<file path="config.mk">
export PLATFORM = sky130hd
export DESIGN_NAME = ofl_limiter
export DESIGN_NICKNAME = d
export VERILOG_FILES = /design/src/design/ofl_setting_reg.v /design/src/design/ofl_jump_band.v /design/src/design/ofl_limiter.v
export VERILOG_INCLUDE_DIRS = /design/src /design/src/design
export SDC_FILE = /design/constraint.sdc
export NUM_CORES = 1
export LEC_CHECK = 0
export ABC_AREA = 0
export BUFFER_PORTS_ARGS = -buffer_cell sky130_fd_sc_hd__buf_2
export CAP_MARGIN = 15
export CORE_ASPECT_RATIO = 0.9
export CORE_UTILIZATION = 40
export DETAILED_ROUTE_END_ITERATION = 8
export PLACE_DENSITY_LB_ADDON = 0.1
export SLEW_MARGIN = 30
export SYNTH_ARGS = -nofsm -noshare
export SYNTH_HDL_FRONTEND = slang
export SYNTH_SLANG_ARGS = --single-unit
export TNS_END_PERCENT = 20
</file>
<file path="constraint.sdc">
create_clock -name core_clk_in -period 38.9 [get_ports core_clk_in]
set_clock_uncertainty 0.15 [all_clocks]
set_input_delay 3.89 -clock core_clk_in [delete_from_list [all_inputs] [get_ports core_clk_in]]
set_output_delay 3.89 -clock core_clk_in [all_outputs]
set_load 0.02 [all_outputs]
</file>
<file path="src/design/ofl_defines.vh">
// constants for the output frequency limiter
`ifndef OFL_DEFINES_VH
`define OFL_DEFINES_VH

// frequencies are unsigned counts of 0.1 Hz
`define OFL_FW 16

// marker value that switches a jump band off (9999)
`define OFL_OFF_CODE 16'h270f

// range limits
`define OFL_F_0HZ 16'h0000
`define OFL_F_120HZ 16'h04b0
`define OFL_F_400HZ 16'h0fa0

// reset values of the settings
`define OFL_MAX_RST 16'h04b0
`define OFL_MIN_RST 16'h0000
`define OFL_HS_RST 16'h04b0
`define OFL_JOG_RST 16'h0032
`define OFL_START_RST 16'h0005
`define OFL_JUMP_RST 16'h270f

// setting selector codes on the write port
`define OFL_SEL_W 4
`define OFL_SEL_MAX 4'h0
`define OFL_SEL_MIN 4'h1
`define OFL_SEL_HS 4'h2
`define OFL_SEL_JOG 4'h3
`define OFL_SEL_START 4'h4
`define OFL_SEL_JUMP0 4'h5
`define OFL_SEL_LAST 4'ha

// number of jump bands and endpoints
`define OFL_BANDS 3
`define OFL_ENDS 6

`endif

</file>
<file path="src/design/ofl_setting_reg.v">
// one range-checked frequency setting with a copy path
`default_nettype none

module ofl_setting_reg #(
    parameter [15:0] RST_VAL = 16'h0000,
    parameter [15:0] LO_VAL = 16'h0000,
    parameter [15:0] HI_VAL = 16'h04b0,
    parameter ALLOW_OFF = 0
)
(
    // clock and reset
    input wire core_clk_in,
    input wire reset_n_in,
    // write side
    input wire wr_in,
    input wire copy_in,
    input wire [15:0] data_in,
    // state
    output reg [15:0] value_out,
    output wire accept_out
);

    `include "ofl_defines.vh"

    // range check, with the off marker where the setting allows it
    wire in_range;
    assign in_range = (data_in >= LO_VAL) && (data_in <= HI_VAL);
    assign accept_out = wr_in && (in_range || ((ALLOW_OFF != 0) && (data_in == `OFL_OFF_CODE)));

    // a direct write is checked; a copy from the twin setting is taken as is
    always @(posedge core_clk_in or negedge reset_n_in)
    begin
        if (!reset_n_in)
            value_out <= RST_VAL;
        else if (accept_out || copy_in)
            value_out <= data_in;
    end

endmodule // ofl_setting_reg

`default_nettype wire

</file>
<file path="src/design/ofl_jump_band.v">
// one frequency jump band: pushes a steady value out of the band
`default_nettype none

module ofl_jump_band (
    // frequency in and out
    input wire [15:0] freq_in,
    output reg [15:0] freq_out,
    // band endpoints, either order
    input wire [15:0] end_a_in,
    input wire [15:0] end_b_in,
    // pass through while ramping
    input wire bypass_in,
    output reg hit_out
);

    `include "ofl_defines.vh"

    reg [15:0] lo;
    reg [15:0] hi;
    reg band_on;

    // either endpoint at the off marker disables the band
    always @*
    begin
        lo = (end_a_in < end_b_in) ? end_a_in : end_b_in;
        hi = (end_a_in < end_b_in) ? end_b_in : end_a_in;
        band_on = (end_a_in != `OFL_OFF_CODE) && (end_b_in != `OFL_OFF_CODE);
        hit_out = 1'b0;
        freq_out = freq_in;
        if (band_on && !bypass_in && (freq_in > lo) && (freq_in < hi))
        begin
            hit_out = 1'b1;
            // nearer endpoint; a tie goes to the lower one, the safer side
            if ((freq_in - lo) <= (hi - freq_in))
                freq_out = lo;
            else
                freq_out = hi;
        end
    end

endmodule // ofl_jump_band

`default_nettype wire

</file>
<file path="src/design/ofl_limiter.v">
// output frequency limiter: clamps, jog and start handling, jump bands
//
// Summary of operation
// - a command above the maximum is limited to the maximum
// - maximum setting accepts 0 to 120 Hz, resets to 120 Hz
// - below the minimum the output holds at minimum; 0 to 120 Hz, resets 0
// - high-speed maximum accepts 120 to 400 Hz, resets 120 Hz, upper limit
// - writing either maximum copies the value into the other
// - jog at or below minimum is used as is during jog; the code still caps it at the upper limit
// - while stall prevention lowers frequency the lower clamp is not applied
// - start without command runs to minimum when minimum is at least starting
// - three jump bands, endpoints 0 to 400 Hz, 9999 disables a band
// - while ramping the frequency may pass through a jump band
`default_nettype none

module ofl_limiter (
    // clock and reset
    input wire core_clk_in,
    input wire reset_n_in,
    // setting write port
    input wire param_wr_in,
    input wire [3:0] param_sel_in,
    input wire [15:0] param_data_in,
    // command source
    input wire [15:0] freq_cmd_in,
    input wire cmd_present_in,
    input wire start_in,
    input wire jog_in,
    // acceleration/deceleration stage status
    input wire ramping_in,
    input wire stall_lower_in,
    // limited frequency to the ramp stage
    output reg [15:0] target_freq_out,
    output reg running_out,
    // status
    output reg clamp_high_out,
    output reg clamp_low_out,
    output reg jog_used_out,
    output reg jump_hit_out,
    // setting readback and write result
    output reg [15:0] max_freq_setting_out,
    output reg [15:0] min_freq_setting_out,
    output reg [15:0] high_speed_max_setting_out,
    output reg param_ack_out,
    output reg param_err_out
);

    `include "ofl_defines.vh"

    // selector decode, used for every setting
    function sel_hit;
        input [3:0] sel;
        input [3:0] code;
        begin
            sel_hit = param_wr_in && (sel == code);
        end
    endfunction

    wire [15:0] max_freq_setting;
    wire [15:0] min_freq_setting;
    wire [15:0] high_speed_max_setting;
    wire [15:0] jog_freq_setting;
    wire [15:0] starting_freq_setting;
    wire [95:0] jump_band_endpoints;
    wire max_ok;
    wire min_ok;
    wire hs_ok;
    wire jog_ok;
    wire start_ok;
    wire [5:0] jump_ok;

    // normal maximum; a good high-speed write lands here too
    ofl_setting_reg #(
        .RST_VAL(`OFL_MAX_RST),
        .LO_VAL(`OFL_F_0HZ),
        .HI_VAL(`OFL_F_120HZ),
        .ALLOW_OFF(0)
    ) u_max (
        .core_clk_in(core_clk_in),
        .reset_n_in(reset_n_in),
        .wr_in(sel_hit(param_sel_in, `OFL_SEL_MAX)),
        .copy_in(hs_ok),
        .data_in(param_data_in),
        .value_out(max_freq_setting),
        .accept_out(max_ok)
    );

    // minimum
    ofl_setting_reg #(
        .RST_VAL(`OFL_MIN_RST),
        .LO_VAL(`OFL_F_0HZ),
        .HI_VAL(`OFL_F_120HZ),
        .ALLOW_OFF(0)
    ) u_min (
        .core_clk_in(core_clk_in),
        .reset_n_in(reset_n_in),
        .wr_in(sel_hit(param_sel_in, `OFL_SEL_MIN)),
        .copy_in(1'b0),
        .data_in(param_data_in),
        .value_out(min_freq_setting),
        .accept_out(min_ok)
    );

    // high-speed maximum; a good normal-maximum write lands here too
    ofl_setting_reg #(
        .RST_VAL(`OFL_HS_RST),
        .LO_VAL(`OFL_F_120HZ),
        .HI_VAL(`OFL_F_400HZ),
        .ALLOW_OFF(0)
    ) u_hs (
        .core_clk_in(core_clk_in),
        .reset_n_in(reset_n_in),
        .wr_in(sel_hit(param_sel_in, `OFL_SEL_HS)),
        .copy_in(max_ok),
        .data_in(param_data_in),
        .value_out(high_speed_max_setting),
        .accept_out(hs_ok)
    );

    // jog frequency
    ofl_setting_reg #(
        .RST_VAL(`OFL_JOG_RST),
        .LO_VAL(`OFL_F_0HZ),
        .HI_VAL(`OFL_F_400HZ),
        .ALLOW_OFF(0)
    ) u_jog (
        .core_clk_in(core_clk_in),
        .reset_n_in(reset_n_in),
        .wr_in(sel_hit(param_sel_in, `OFL_SEL_JOG)),
        .copy_in(1'b0),
        .data_in(param_data_in),
        .value_out(jog_freq_setting),
        .accept_out(jog_ok)
    );

    // starting frequency
    ofl_setting_reg #(
        .RST_VAL(`OFL_START_RST),
        .LO_VAL(`OFL_F_0HZ),
        .HI_VAL(`OFL_F_400HZ),
        .ALLOW_OFF(0)
    ) u_start (
        .core_clk_in(core_clk_in),
        .reset_n_in(reset_n_in),
        .wr_in(sel_hit(param_sel_in, `OFL_SEL_START)),
        .copy_in(1'b0),
        .data_in(param_data_in),
        .value_out(starting_freq_setting),
        .accept_out(start_ok)
    );

    // six jump endpoints, selectors in a row from the first one
    genvar gi;
    generate
        for (gi = 0; gi < `OFL_ENDS; gi = gi + 1)
        begin : g_end
            ofl_setting_reg #(
                .RST_VAL(`OFL_JUMP_RST),
                .LO_VAL(`OFL_F_0HZ),
                .HI_VAL(`OFL_F_400HZ),
                .ALLOW_OFF(1)
            ) u_end (
                .core_clk_in(core_clk_in),
                .reset_n_in(reset_n_in),
                .wr_in(sel_hit(param_sel_in, `OFL_SEL_JUMP0 + gi[3:0])),
                .copy_in(1'b0),
                .data_in(param_data_in),
                .value_out(jump_band_endpoints[gi*16 +: 16]),
                .accept_out(jump_ok[gi])
            );
        end
    endgenerate

    // source selection and clamping
    reg [15:0] upper_lim;
    reg [15:0] src_freq;
    reg [15:0] clamped;
    reg run_req;
    reg hi_c;
    reg lo_c;
    reg jog_u;

    always @*
    begin
        // the two maxima track each other; above 120 Hz the high-speed one rules
        if (high_speed_max_setting > `OFL_F_120HZ)
            upper_lim = high_speed_max_setting;
        else
            upper_lim = max_freq_setting;
        run_req = start_in || jog_in;
        jog_u = 1'b0;
        hi_c = 1'b0;
        lo_c = 1'b0;
        if (jog_in)
            src_freq = jog_freq_setting;
        else if (start_in && cmd_present_in)
            src_freq = freq_cmd_in;
        else
            src_freq = `OFL_F_0HZ;
        clamped = src_freq;
        if (!run_req)
            clamped = `OFL_F_0HZ;
        else if (jog_in && (jog_freq_setting <= min_freq_setting))
        begin
            // jog below the minimum has precedence
            jog_u = 1'b1;
            if (jog_freq_setting > upper_lim)
            begin
                clamped = upper_lim;
                hi_c = 1'b1;
            end
        end
        else
        begin
            if (src_freq > upper_lim)
            begin
                clamped = upper_lim;
                hi_c = 1'b1;
            end
            else if (!cmd_present_in && !jog_in && (min_freq_setting < starting_freq_setting))
                clamped = `OFL_F_0HZ;
            else if ((src_freq < min_freq_setting) && !stall_lower_in)
            begin
                // start alone also lands here and runs up to the minimum
                clamped = min_freq_setting;
                lo_c = 1'b1;
            end
            // a minimum above the maximum is capped by the maximum
            if (clamped > upper_lim)
                clamped = upper_lim;
        end
    end

    // jump bands in series; bypassed while the ramp stage is moving
    wire [63:0] band_chain;
    wire [2:0] band_hit;
    assign band_chain[15:0] = clamped;

    generate
        for (gi = 0; gi < `OFL_BANDS; gi = gi + 1)
        begin : g_band
            ofl_jump_band u_band (
                .freq_in(band_chain[gi*16 +: 16]),
                .freq_out(band_chain[(gi+1)*16 +: 16]),
                .end_a_in(jump_band_endpoints[gi*32 +: 16]),
                .end_b_in(jump_band_endpoints[gi*32+16 +: 16]),
                .bypass_in(ramping_in),
                .hit_out(band_hit[gi])
            );
        end
    endgenerate

    // registered outputs: one cycle from inputs to target
    always @(posedge core_clk_in or negedge reset_n_in)
    begin
        if (!reset_n_in)
        begin
            target_freq_out <= 16'h0000;
            running_out <= 1'b0;
            clamp_high_out <= 1'b0;
            clamp_low_out <= 1'b0;
            jog_used_out <= 1'b0;
            jump_hit_out <= 1'b0;
        end
        else
        begin
            target_freq_out <= band_chain[63:48];
            running_out <= run_req;
            clamp_high_out <= hi_c;
            clamp_low_out <= lo_c;
            jog_used_out <= jog_u;
            jump_hit_out <= |band_hit;
        end
    end

    // write result and setting readback, also registered
    wire any_ok;
    wire sel_valid;
    assign any_ok = max_ok | min_ok | hs_ok | jog_ok | start_ok | (|jump_ok);
    assign sel_valid = param_sel_in <= `OFL_SEL_LAST;

    always @(posedge core_clk_in or negedge reset_n_in)
    begin
        if (!reset_n_in)
        begin
            param_ack_out <= 1'b0;
            param_err_out <= 1'b0;
            max_freq_setting_out <= `OFL_MAX_RST;
            min_freq_setting_out <= `OFL_MIN_RST;
            high_speed_max_setting_out <= `OFL_HS_RST;
        end
        else
        begin
            // out-of-range or unknown selector leaves every setting alone
            param_ack_out <= any_ok;
            param_err_out <= param_wr_in && !(any_ok && sel_valid);
            // mirror the next setting value so readback stands together with ack
            max_freq_setting_out <= (max_ok || hs_ok) ? param_data_in : max_freq_setting;
            min_freq_setting_out <= min_ok ? param_data_in : min_freq_setting;
            high_speed_max_setting_out <= (hs_ok || max_ok) ? param_data_in : high_speed_max_setting;
        end
    end

endmodule // ofl_limiter

`default_nettype wire

</file>
==> results of run 1 <==
layout by cell type, fill, tap and decap left out, types with 71 or more instances in the layout:
cell,netlist,final
mux2_2,71,71
o21ai_0,201,199
a21oi_1,154,153
a21o_1,81,81
inv_1,197,197
ha_1,276,276
dfrtp_1,126,126
nor2_1,147,147
nand2_1,208,208
buf_2,0,113
worst min-delay path, cell delays in order (launching register included):
cell and delay [ns]:
dfrtp_1 0.33, inv_1 0.05, nor2_1 0.09
power groups by stage:
stage | Combinational, W | Clock [W] | Sequential (W)
6_report | 0.000483 | 0.000180 | 0.000223
5_1_grt | 0.000535 | 0.000191 | 0.000225
4_1_cts | 0.000475 | 0.000184 | 0.000223
3_5_place_dp | 0.000472 | 0 | 0.000227
3_3_place_gp | 0.000468 | 0 | 0.000227
2_1_floorplan | 0.000332 | 0 | 0.000236
worst paths after layout:
path / to / cells past startpoint / slack [ns] / from
hold / removal: u_start.value_out[14] / 2 / 0.35 / u_start.value_out[14]
min in group asynchronous: u_start.value_out[14] / 1 / 3.27 / reset_n_in
max in group asynchronous: g_end[1].u_end.value_out[11] / 3 / 33.32 / reset_n_in
hold reg to reg: u_start.value_out[14] / 2 / 0.35 / u_start.value_out[14]
setup reg to reg: target_freq_out[2] / 85 / 18.04 / u_jog.value_out[9]
setup / recovery: target_freq_out[2] / 87 / 14.24 / jog_in
registers in the layout (all words and copies together), names as in the netlist:
signal                 cells
g_end.u_end.value_out     96
param_err_out              1
u_start.value_out         16
u_min.value_out           16
clamp_high_out             1
u_hs.value_out            16
param_ack_out              1
target_freq_out           16
running_out                1
clamp_low_out              1
jog_used_out               1
u_jog.value_out           16
jump_hit_out               1
area by class of cell:
type                            instances  area [sq um]
Fill cell                            4548         25300
Clock buffer                           19           453
Timing Repair Buffer                  135           737
Clock inverter                         13           131
Multi-Input combinational cell       1774         13000
Sequential cell                       183          4650
Antenna cell                            3          7.51
Tap cell                              608           761
Inverter                              197           739
metrics by stage:
| step | cell area [sq um] | worst slack, ns | hold slack (ns) |
|---|---|---|---|
| after floorplan | 18800 | 17.38 | 0.300 |
| after CTS | 20500 | 14.25 | 0.357 |
| after global routing | 20500 | 12.61 | 0.375 |
| after detailed placement | 19900 | 13.86 | 0.337 |
| after global placement | 19900 | 14.36 | 0.325 |
| final | 20500 | 14.24 | 0.349 |
per-layer routing:
metal	vias to the layer above	wire length (um)	track usage [%]
li1	8253	-	-
met1	8177	30800	38.3
met2	506	28100	41.0
met3	74	3310	3.65
met4	0	1420	7.44
met5	-	0	0
cells by family after synthesis:
group,Yosys count,synth area share [%]
AO/OA/AOI/OAI,666,22.7
AND/OR/NAND/NOR,610,15.9
buffers and inverters,292,6.25
adder cells (fa/ha/maj),286,19.2
flip-flops,183,24.8
multiplexers,134,7.65
XOR/XNOR,78,3.64
==> out/qor.yml, run 1 <==
synth-edff-count: 0
dieArea_sq_um: 47800
intPower_w: 0.000485
final_cell_count_no_fill: 2932
netlist_area_sq_um: 18800
clkPwrFrac_pct: 20.3
yosysWarnings: 0
synth_cells: 2249
max-vdd-ir-drop_v: 0.0000317
drive_above_1_share_pct: 14.3
synth.most_common_cell: "ha_1"
synth-main-ff-cell: "dfrtp_1"
finalCritPeriodShare_pct: 63.4
synth_top_area_share_pct: 18.4
max_freq_mhz: 40.5
die-width_um: 230
cts_tree: "done"
start_kind: "input port"
cp-end-kind: "flip-flop"
nNetsFinal: 2633
clock-sinks: 183
vias: 17000
drc: 0
synth.ff_latch_count: 183
drv_slew: 0
power.switching_w: 0.000401
p_per_area_nw_per_um2: 43.2
via_per_inst: 5.80
wirelength_um: 63600
rows: 74
power.leakage_nw: 10.0
antenna_found_initial: 3
overflow: 0
crit_arrival_ns: 24.89
cts.repair.resized: 0
cap_viol_max_count: 0
path_delay_family: "compound AO/OA/AOI/OAI gates"
dpl.hpwl_um: 51100
syn_avg_cell_area_sq_um: 8.35
drt_pre_antenna_iters: 5
clk_path_buf_depth: 2
cpMostUsedCell: "a21oi_1"
crit_buf_inv: 5
rsz0062_at_grt: "false"
netSwitchingFraction_pct: 45.3
outcome: "finished, final reports clean"
combinationalPowerShare_pct: 54.5
utilization_pct: 44.7
seq_power_share_pct: 25.2
drt-initial-drc-count: 1276
slowest_delay_ns: 0.60
period_minus_slack_ns: 24.66
seq_area_frac_synth_pct: 24.8
die_h_um: 208
synth_common_cells: "276 x ha_1, 208 x nand2_1, 201 x o21ai_0, 197 x inv_1, 154 x a21oi_1"
htreeDepth: 4
routabilityCongestion: 0.966
grt.total_usage_pct: 26.5
grt_pass1_wl_um: 97000
yosysTopAreaCell: "ha_1"
worstPathMaxFanout: 28
fp.coreArea_sq_um: 45800
ios: 115
tightest_slew_ns: 1.11
wire_per_inst_um: 21.7
grt_pass1_vias: 16400
ys_async_sr_fraction_pct: 100
hold_path.class: "reg -> reg"
clk_pin_slew_ns: 0.08
setup_viol: 0
postCtsSetupRepairBufs: 0
power_w: 0.000886
clock_latency_ns: 0.47
ant_nets: 0
grt_max_degree: 71
synth_nets: 2574
crit_type: "in -> reg"
initial_core_util_pct: 41.0
io_buffer_count: 114
synth_top_cells_by_area: "ha_1 18%, dfrtp_1 17%, dfstp_2 8.0%"
clock-root-buffer: "clkbuf_16"
critPathRequiredTime_ns: 39.13
cts_buffers: 17
cts_hold_buf: 0
area_growth_syn_to_layout_pct: 9.09
final_hold_viol_count: 0
dp_cells: 2897
final.setup.tns_ns: 0
critical-path-slowest-cell: "o21a_2"
synth_cell_types: 80
max_slew_margin_pct: 25.2
(Power assumes the default switching activity.)
==> run 2, diff against run 1 <==
==> constraint.sdc (replaced) <==
create_clock -name core_clk_in -period 23.2 [get_ports core_clk_in]
set_clock_uncertainty 0.15 [all_clocks]
set_input_delay 2.32 -clock core_clk_in [delete_from_list [all_inputs] [get_ports core_clk_in]]
set_output_delay 2.32 -clock core_clk_in [all_outputs]
set_load 0.02 [all_outputs]
==> run 2 against run 1 <==
Compared with the run above: sequential cell count is the same; via count fell by 0.22%; routed wire length grew 0.25%; clock power up 70%; register-to-register slack worse by 14 ns; die area did not move; worst setup slack got worse by 12 ns; sequential power grew 68%; sequential share of layout area down 0.092 points; critical path type unchanged; largest cell class unchanged.
==> out/qor.yml, run 2 (synthesis results as in run 1) <==
cap_viol_max_count: 0
reg2reg_from: "u_jog.value_out[11]"
worstHoldStart: "u_start.value_out[13]"
drive_above_1_share_pct: 14.7
grt_pass1_wl_um: 98100
grt.total_usage_pct: 26.8
via_per_inst: 5.77
critPathRequiredTime_ns: 23.36
netSwitchingFraction_pct: 44.2
overflow: 0
ant_nets: 0
wire_per_inst_um: 21.7
seq_power_share_pct: 25.3
final_hold_viol_count: 0
worstPathMaxFanout: 25
cp-end-kind: "flip-flop"
dp_cells: 2902
cts.repair.resized: 0
crit_start: "jog_in"
drc: 0
grt_pass1_vias: 16400
tightest_slew_ns: 1.03
p_per_area_nw_per_um2: 72.1
final_cell_mix: "276 x ha_1, 207 x nand2_1, 197 x inv_1"
outcome: "finished, final reports clean"
finalCritPeriodShare_pct: 92.3
max-vdd-ir-drop_v: 0.0000659
vias: 17000
top_register: "g_end.u_end.value_out"
dieArea_sq_um: 47800
die_h_um: 208
final_cell_count_no_fill: 2943
grt_util_met2_pct: 40.2
intPower_w: 0.000828
cts_hold_buf: 0
cpMostUsedCell: "a21oi_1"
power.leakage_nw: 10.0
io_buffer_count: 114
clk_path_buf_depth: 2
clock-root-buffer: "clkbuf_16"
fp.coreArea_sq_um: 45800
drv_slew: 0
largest_reg_flops: 96
area_growth_syn_to_layout_pct: 9.54
routabilityCongestion: 0.947
cts_tree: "done"
clock-sinks: 183
initial_core_util_pct: 41.0
hold_path.class: "reg -> reg"
wirelength_um: 63700
power.switching_w: 0.000655
die-width_um: 230
setup_viol: 0
nNetsFinal: 2639
place_ws_ns: 0.741
max_freq_mhz: 46.7
dpl.hpwl_um: 51400
utilization_pct: 44.9
clkPwrFrac_pct: 20.7
critical-path-slowest-cell: "a221oi_1"
ios: 115
drt-initial-drc-count: 1340
drt_pre_antenna_iters: 5
antenna_found_initial: 8
grt.busiest_layer: "met2"
rsz0062_at_grt: "false"
layout_commonest_cell: "ha_1"
holdWs_ns: 0.352
grt_max_degree: 66
combinationalPowerShare_pct: 54.1
start_kind: "input port"
clk_pin_slew_ns: 0.08
max_slew_margin_pct: 30.5
rows: 74
period_minus_slack_ns: 21.42
final.setup.tns_ns: 0
fill_cells: 4659
crit_type: "in -> reg"
setup_ws_ns: 1.78
cts_buffers: 17
postCtsSetupRepairBufs: 0
crit_arrival_ns: 21.59
global_route.usage.met3_pct: 3.91
slowest_delay_ns: 0.47
clock_latency_ns: 0.46
htreeDepth: 4
gr-usage-met1_pct: 39.3
-- run 2: cell types whose count changed in the layout (fill, tap and decap cells not counted), moves of 2 or more --
| cell | delta |
|---|---|
| buf_4 | +5 |
| diode_2 | +5 |
| o21ai_0 | -3 |
| o21ai_1 | +3 |
| bufinv_16 | +2 |
| clkbuf_1 | +2 |
| clkbuf_8 | -2 |
| o21ai_2 | +2 |
-- run 2: cell type report --
class                   instances  area (sq um)  share of cell area [%]
inverters                     197           739                    3.59
clock buffers                  19           433                    2.10
multi-input cells            1775         13000                    63.4
repair buffers                140           774                    3.76
well taps                     608           761                    3.70
flip-flops and latches        183          4650                    22.6
clock inverters                13           159                   0.772
diodes                          8          20.0                  0.0973
-- run 2: stage by stage --
step	total power (W)	area (sq um)
6_report	0.00148	20600
3_5_place_dp	0.00117	19900
2_1_floorplan	0.000953	18800
3_3_place_gp	0.00116	19900
4_1_cts	0.00148	20500
5_1_grt	0.00160	20600
-- run 2: worst paths after layout --
check                                                to  slack (ns)  cells after the start
hold reg to reg                   u_start.value_out[13]        0.35                      2
setup / recovery                    target_freq_out[13]        1.78                     97
setup reg to reg                    target_freq_out[13]        3.88                     95
min in group asynchronous         u_start.value_out[15]        1.68                      1
max in group asynchronous  g_end[2].u_end.value_out[11]       19.96                      2
hold / removal                    u_start.value_out[13]        0.35                      2
-- run 2: worst max-delay path, delay by kind of cell --
kind	cells	cell delay [ns]
AO/OA/AOI/OAI	52	10.56
adder cells (fa/ha/maj)	11	3.28
AND/OR/NAND/NOR	21	3.02
buffers and inverters	7	1.36
multiplexers	3	0.61
XOR/XNOR	3	0.39
-- run 2: power by group through the flow --
stage	Combinational, W	Clock [W]	Sequential (W)
after CTS	0.000792	0.000314	0.000375
final	0.000802	0.000306	0.000375
after floorplan	0.000557	0	0.000396
after global placement	0.000782	0	0.000381
after detailed placement	0.000786	0	0.000380
after global routing	0.000896	0.000326	0.000379
-- run 2: layer usage --
layer  part of all wire (%)  vias to the layer above
met4                    2.5                        0
li1                       -                     8280
met5                      0                        -
met3                    5.2                       70
met1                     49                     8171
met2                     43                      452
==> run 3, diff against run 2 <==
--- a/config.mk
+++ b/config.mk
@@ -6,12 +6,11 @@
 export SDC_FILE = /design/constraint.sdc
 export NUM_CORES = 1
 export LEC_CHECK = 0
-export ABC_AREA = 0
-export BUFFER_PORTS_ARGS = -buffer_cell sky130_fd_sc_hd__buf_2
 export CAP_MARGIN = 15
 export CORE_ASPECT_RATIO = 0.9
 export CORE_UTILIZATION = 40
 export DETAILED_ROUTE_END_ITERATION = 8
+export DONT_BUFFER_PORTS = 1
 export PLACE_DENSITY_LB_ADDON = 0.1
 export SLEW_MARGIN = 30
 export SYNTH_ARGS = -nofsm -noshare
==> run 3 against run 2 <==
Compared with the run above: non-clock buffer count decreased by 118; worst hold slack lost 0.0040 ns; via count shrank 3.7%; sequential power up 8.0%; combinational power is 9.2% lower; critical path depth is 5 lower; cell count down 4.3%; register-to-register slack worse by 0.67 ns; first-iteration DRC count shrank 14%; largest power group unchanged.
==> out/qor.yml, run 3 (synthesis results as in run 1) <==
drt-initial-drc-count: 1149
cpMostUsedCell: "a21oi_1"
max_freq_mhz: 46.2
clk_pin_slew_ns: 0.09
clk_path_buf_depth: 2
crit_arrival_ns: 21.89
antenna-diode-count: 0
critPathRequiredTime_ns: 23.42
reg2reg_from: "u_hs.value_out[11]"
crit_start: "jog_in"
final_cell_count_no_fill: 2816
wirelength_um: 63200
cts_buffers: 17
combinationalPowerShare_pct: 50.0
drc: 0
grt_max_degree: 184
setup_ws_ns: 1.53
rsz0062_at_grt: "false"
tightest_slew_ns: 1.08
cts_hold_buf: 0
hold_path.class: "reg -> reg"
cts_tree: "done"
grt_pass1_wl_um: 97300
initial_core_util_pct: 41.0
rows: 74
antenna_found_initial: 5
intPower_w: 0.000808
final_cell_mix: "276 x ha_1, 208 x nand2_1, 197 x inv_1"
netSwitchingFraction_pct: 44.5
htreeDepth: 4
power.switching_w: 0.000648
period_minus_slack_ns: 21.67
clock-root-buffer: "clkbuf_16"
power.leakage_nw: 9.62
seq_power_share_pct: 27.8
area_growth_syn_to_layout_pct: 6.30
outcome: "finished, final reports clean"
drv_slew: 0
dieArea_sq_um: 47800
setup_viol: 0
largest_reg_flops: 96
drive_above_1_share_pct: 10.0
io_buffer_count: 0
die_h_um: 208
via_per_inst: 5.80
finalCritPeriodShare_pct: 93.4
worstPathMaxFanout: 24
max-vdd-ir-drop_v: 0.0000658
p_per_area_nw_per_um2: 72.9
drt_pre_antenna_iters: 5
dpl.hpwl_um: 50100
r2r_end: "target_freq_out[10]"
grt_pass1_vias: 16100
final_hold_viol_count: 0
final.setup.tns_ns: 0
wire_per_inst_um: 22.4
place_area_sq_um: 19300
vias: 16300
layout_commonest_cell: "ha_1"
ant_nets: 0
clock_latency_ns: 0.51
nNetsFinal: 2520
design_area_sq_um: 20000
routabilityCongestion: 0.971
crit_path_end: "target_freq_out[10]"
critical-path-slowest-cell: "and3b_1"
top_register: "g_end.u_end.value_out"
start_kind: "input port"
clock-sinks: 183
grt.total_usage_pct: 26.9
die-width_um: 230
crit_type: "in -> reg"
slowest_delay_ns: 0.55
ios: 115
r2r_slack_ns: 3.21
dp_cells: 2784
cap_viol_max_count: 0
max_slew_margin_pct: 26.9
fp.coreArea_sq_um: 45800
fill_cells: 4584
clkPwrFrac_pct: 22.2
place_ws_ns: 1.07
utilization_pct: 43.6
overflow: 0
rr_worst_depth: 91
cp-end-kind: "flip-flop"
==> run 3: cell types whose count changed in the layout (fill, tap and decap cells not counted), sizes merged <==
cell    before  now
buf        139   22
bufinv       2    1
clkbuf      20   18
clkinv       4    6
diode        8    0
o21ai      206  205
==> run 3: per-layer routing <==
| metal | up-vias | global-route usage [%] | routed length (um) |
|---|---|---|---|
| met2 | 397 | 42.7 | 28400 |
| met3 | 68 | 5.21 | 3560 |
| met4 | 0 | 7.88 | 1390 |
| li1 | 8024 | - | - |
| met1 | 7853 | 36.7 | 29800 |
| met5 | - | 0 | 0 |
==> run 3: cell type report <==
| class | instances | area (sq um) | area share [%] |
|---|---|---|---|
| clock buffer | 18 | 439 | 2.20 |
| clock inverter | 14 | 199 | 0.996 |
| inverter | 197 | 739 | 3.70 |
| multi-input combinational | 1774 | 13000 | 65.2 |
| sequential | 183 | 4650 | 23.3 |
| tap | 608 | 761 | 3.81 |
| timing repair buffer | 22 | 165 | 0.827 |
==> run 3: worst min-delay path by stage <==
stage / slack (ns) / startpoint / endpoint / cells past startpoint
floorplan: 0.30 / g_end[3].u_end.value_out[7] / g_end[3].u_end.value_out[7] / 2
global placement: 0.32 / g_end[3].u_end.value_out[7] / g_end[3].u_end.value_out[7] / 2
detailed placement: 0.33 / g_end[3].u_end.value_out[7] / g_end[3].u_end.value_out[7] / 2
CTS: 0.36 / g_end[3].u_end.value_out[7] / g_end[3].u_end.value_out[7] / 2
global route: 0.39 / u_start.value_out[14] / u_start.value_out[14] / 2
finish: 0.35 / u_start.value_out[14] / u_start.value_out[14] / 2
==> run 3: worst max-delay path, delay by kind of cell <==
family                     cells  cell delay (ns)
AOI/OAI and AO/OA             52            10.38
xor gates and xnor gates       3             0.41
adders and majority gates     10             3.15
buffers and inverters          6             1.27
muxes                          2             0.43
and+or+nand+nor               19             3.86
==> run 3: through the flow <==
step           total power [W]  hold slack, ns
3_5_place_dp           0.00113           0.331
3_3_place_gp           0.00112           0.325
2_1_floorplan         0.000953           0.300
4_1_cts                0.00146           0.355
6_report               0.00146           0.348
5_1_grt                0.00157           0.385
==> run 3: what timing repair did <==
action	in CTS	in global routing
resized for setup	0	2
setup buffers	0	0
endpoints found under the setup margin	0	14
==> run 3: power groups by stage <==
stage	Sequential, W	Clock [W]	Combinational, W
2_1_floorplan	0.000396	0	0.000557
3_3_place_gp	0.000412	0	0.000712
3_5_place_dp	0.000412	0	0.000716
4_1_cts	0.000406	0.000333	0.000721
5_1_grt	0.000409	0.000341	0.000820
6_report	0.000405	0.000323	0.000728
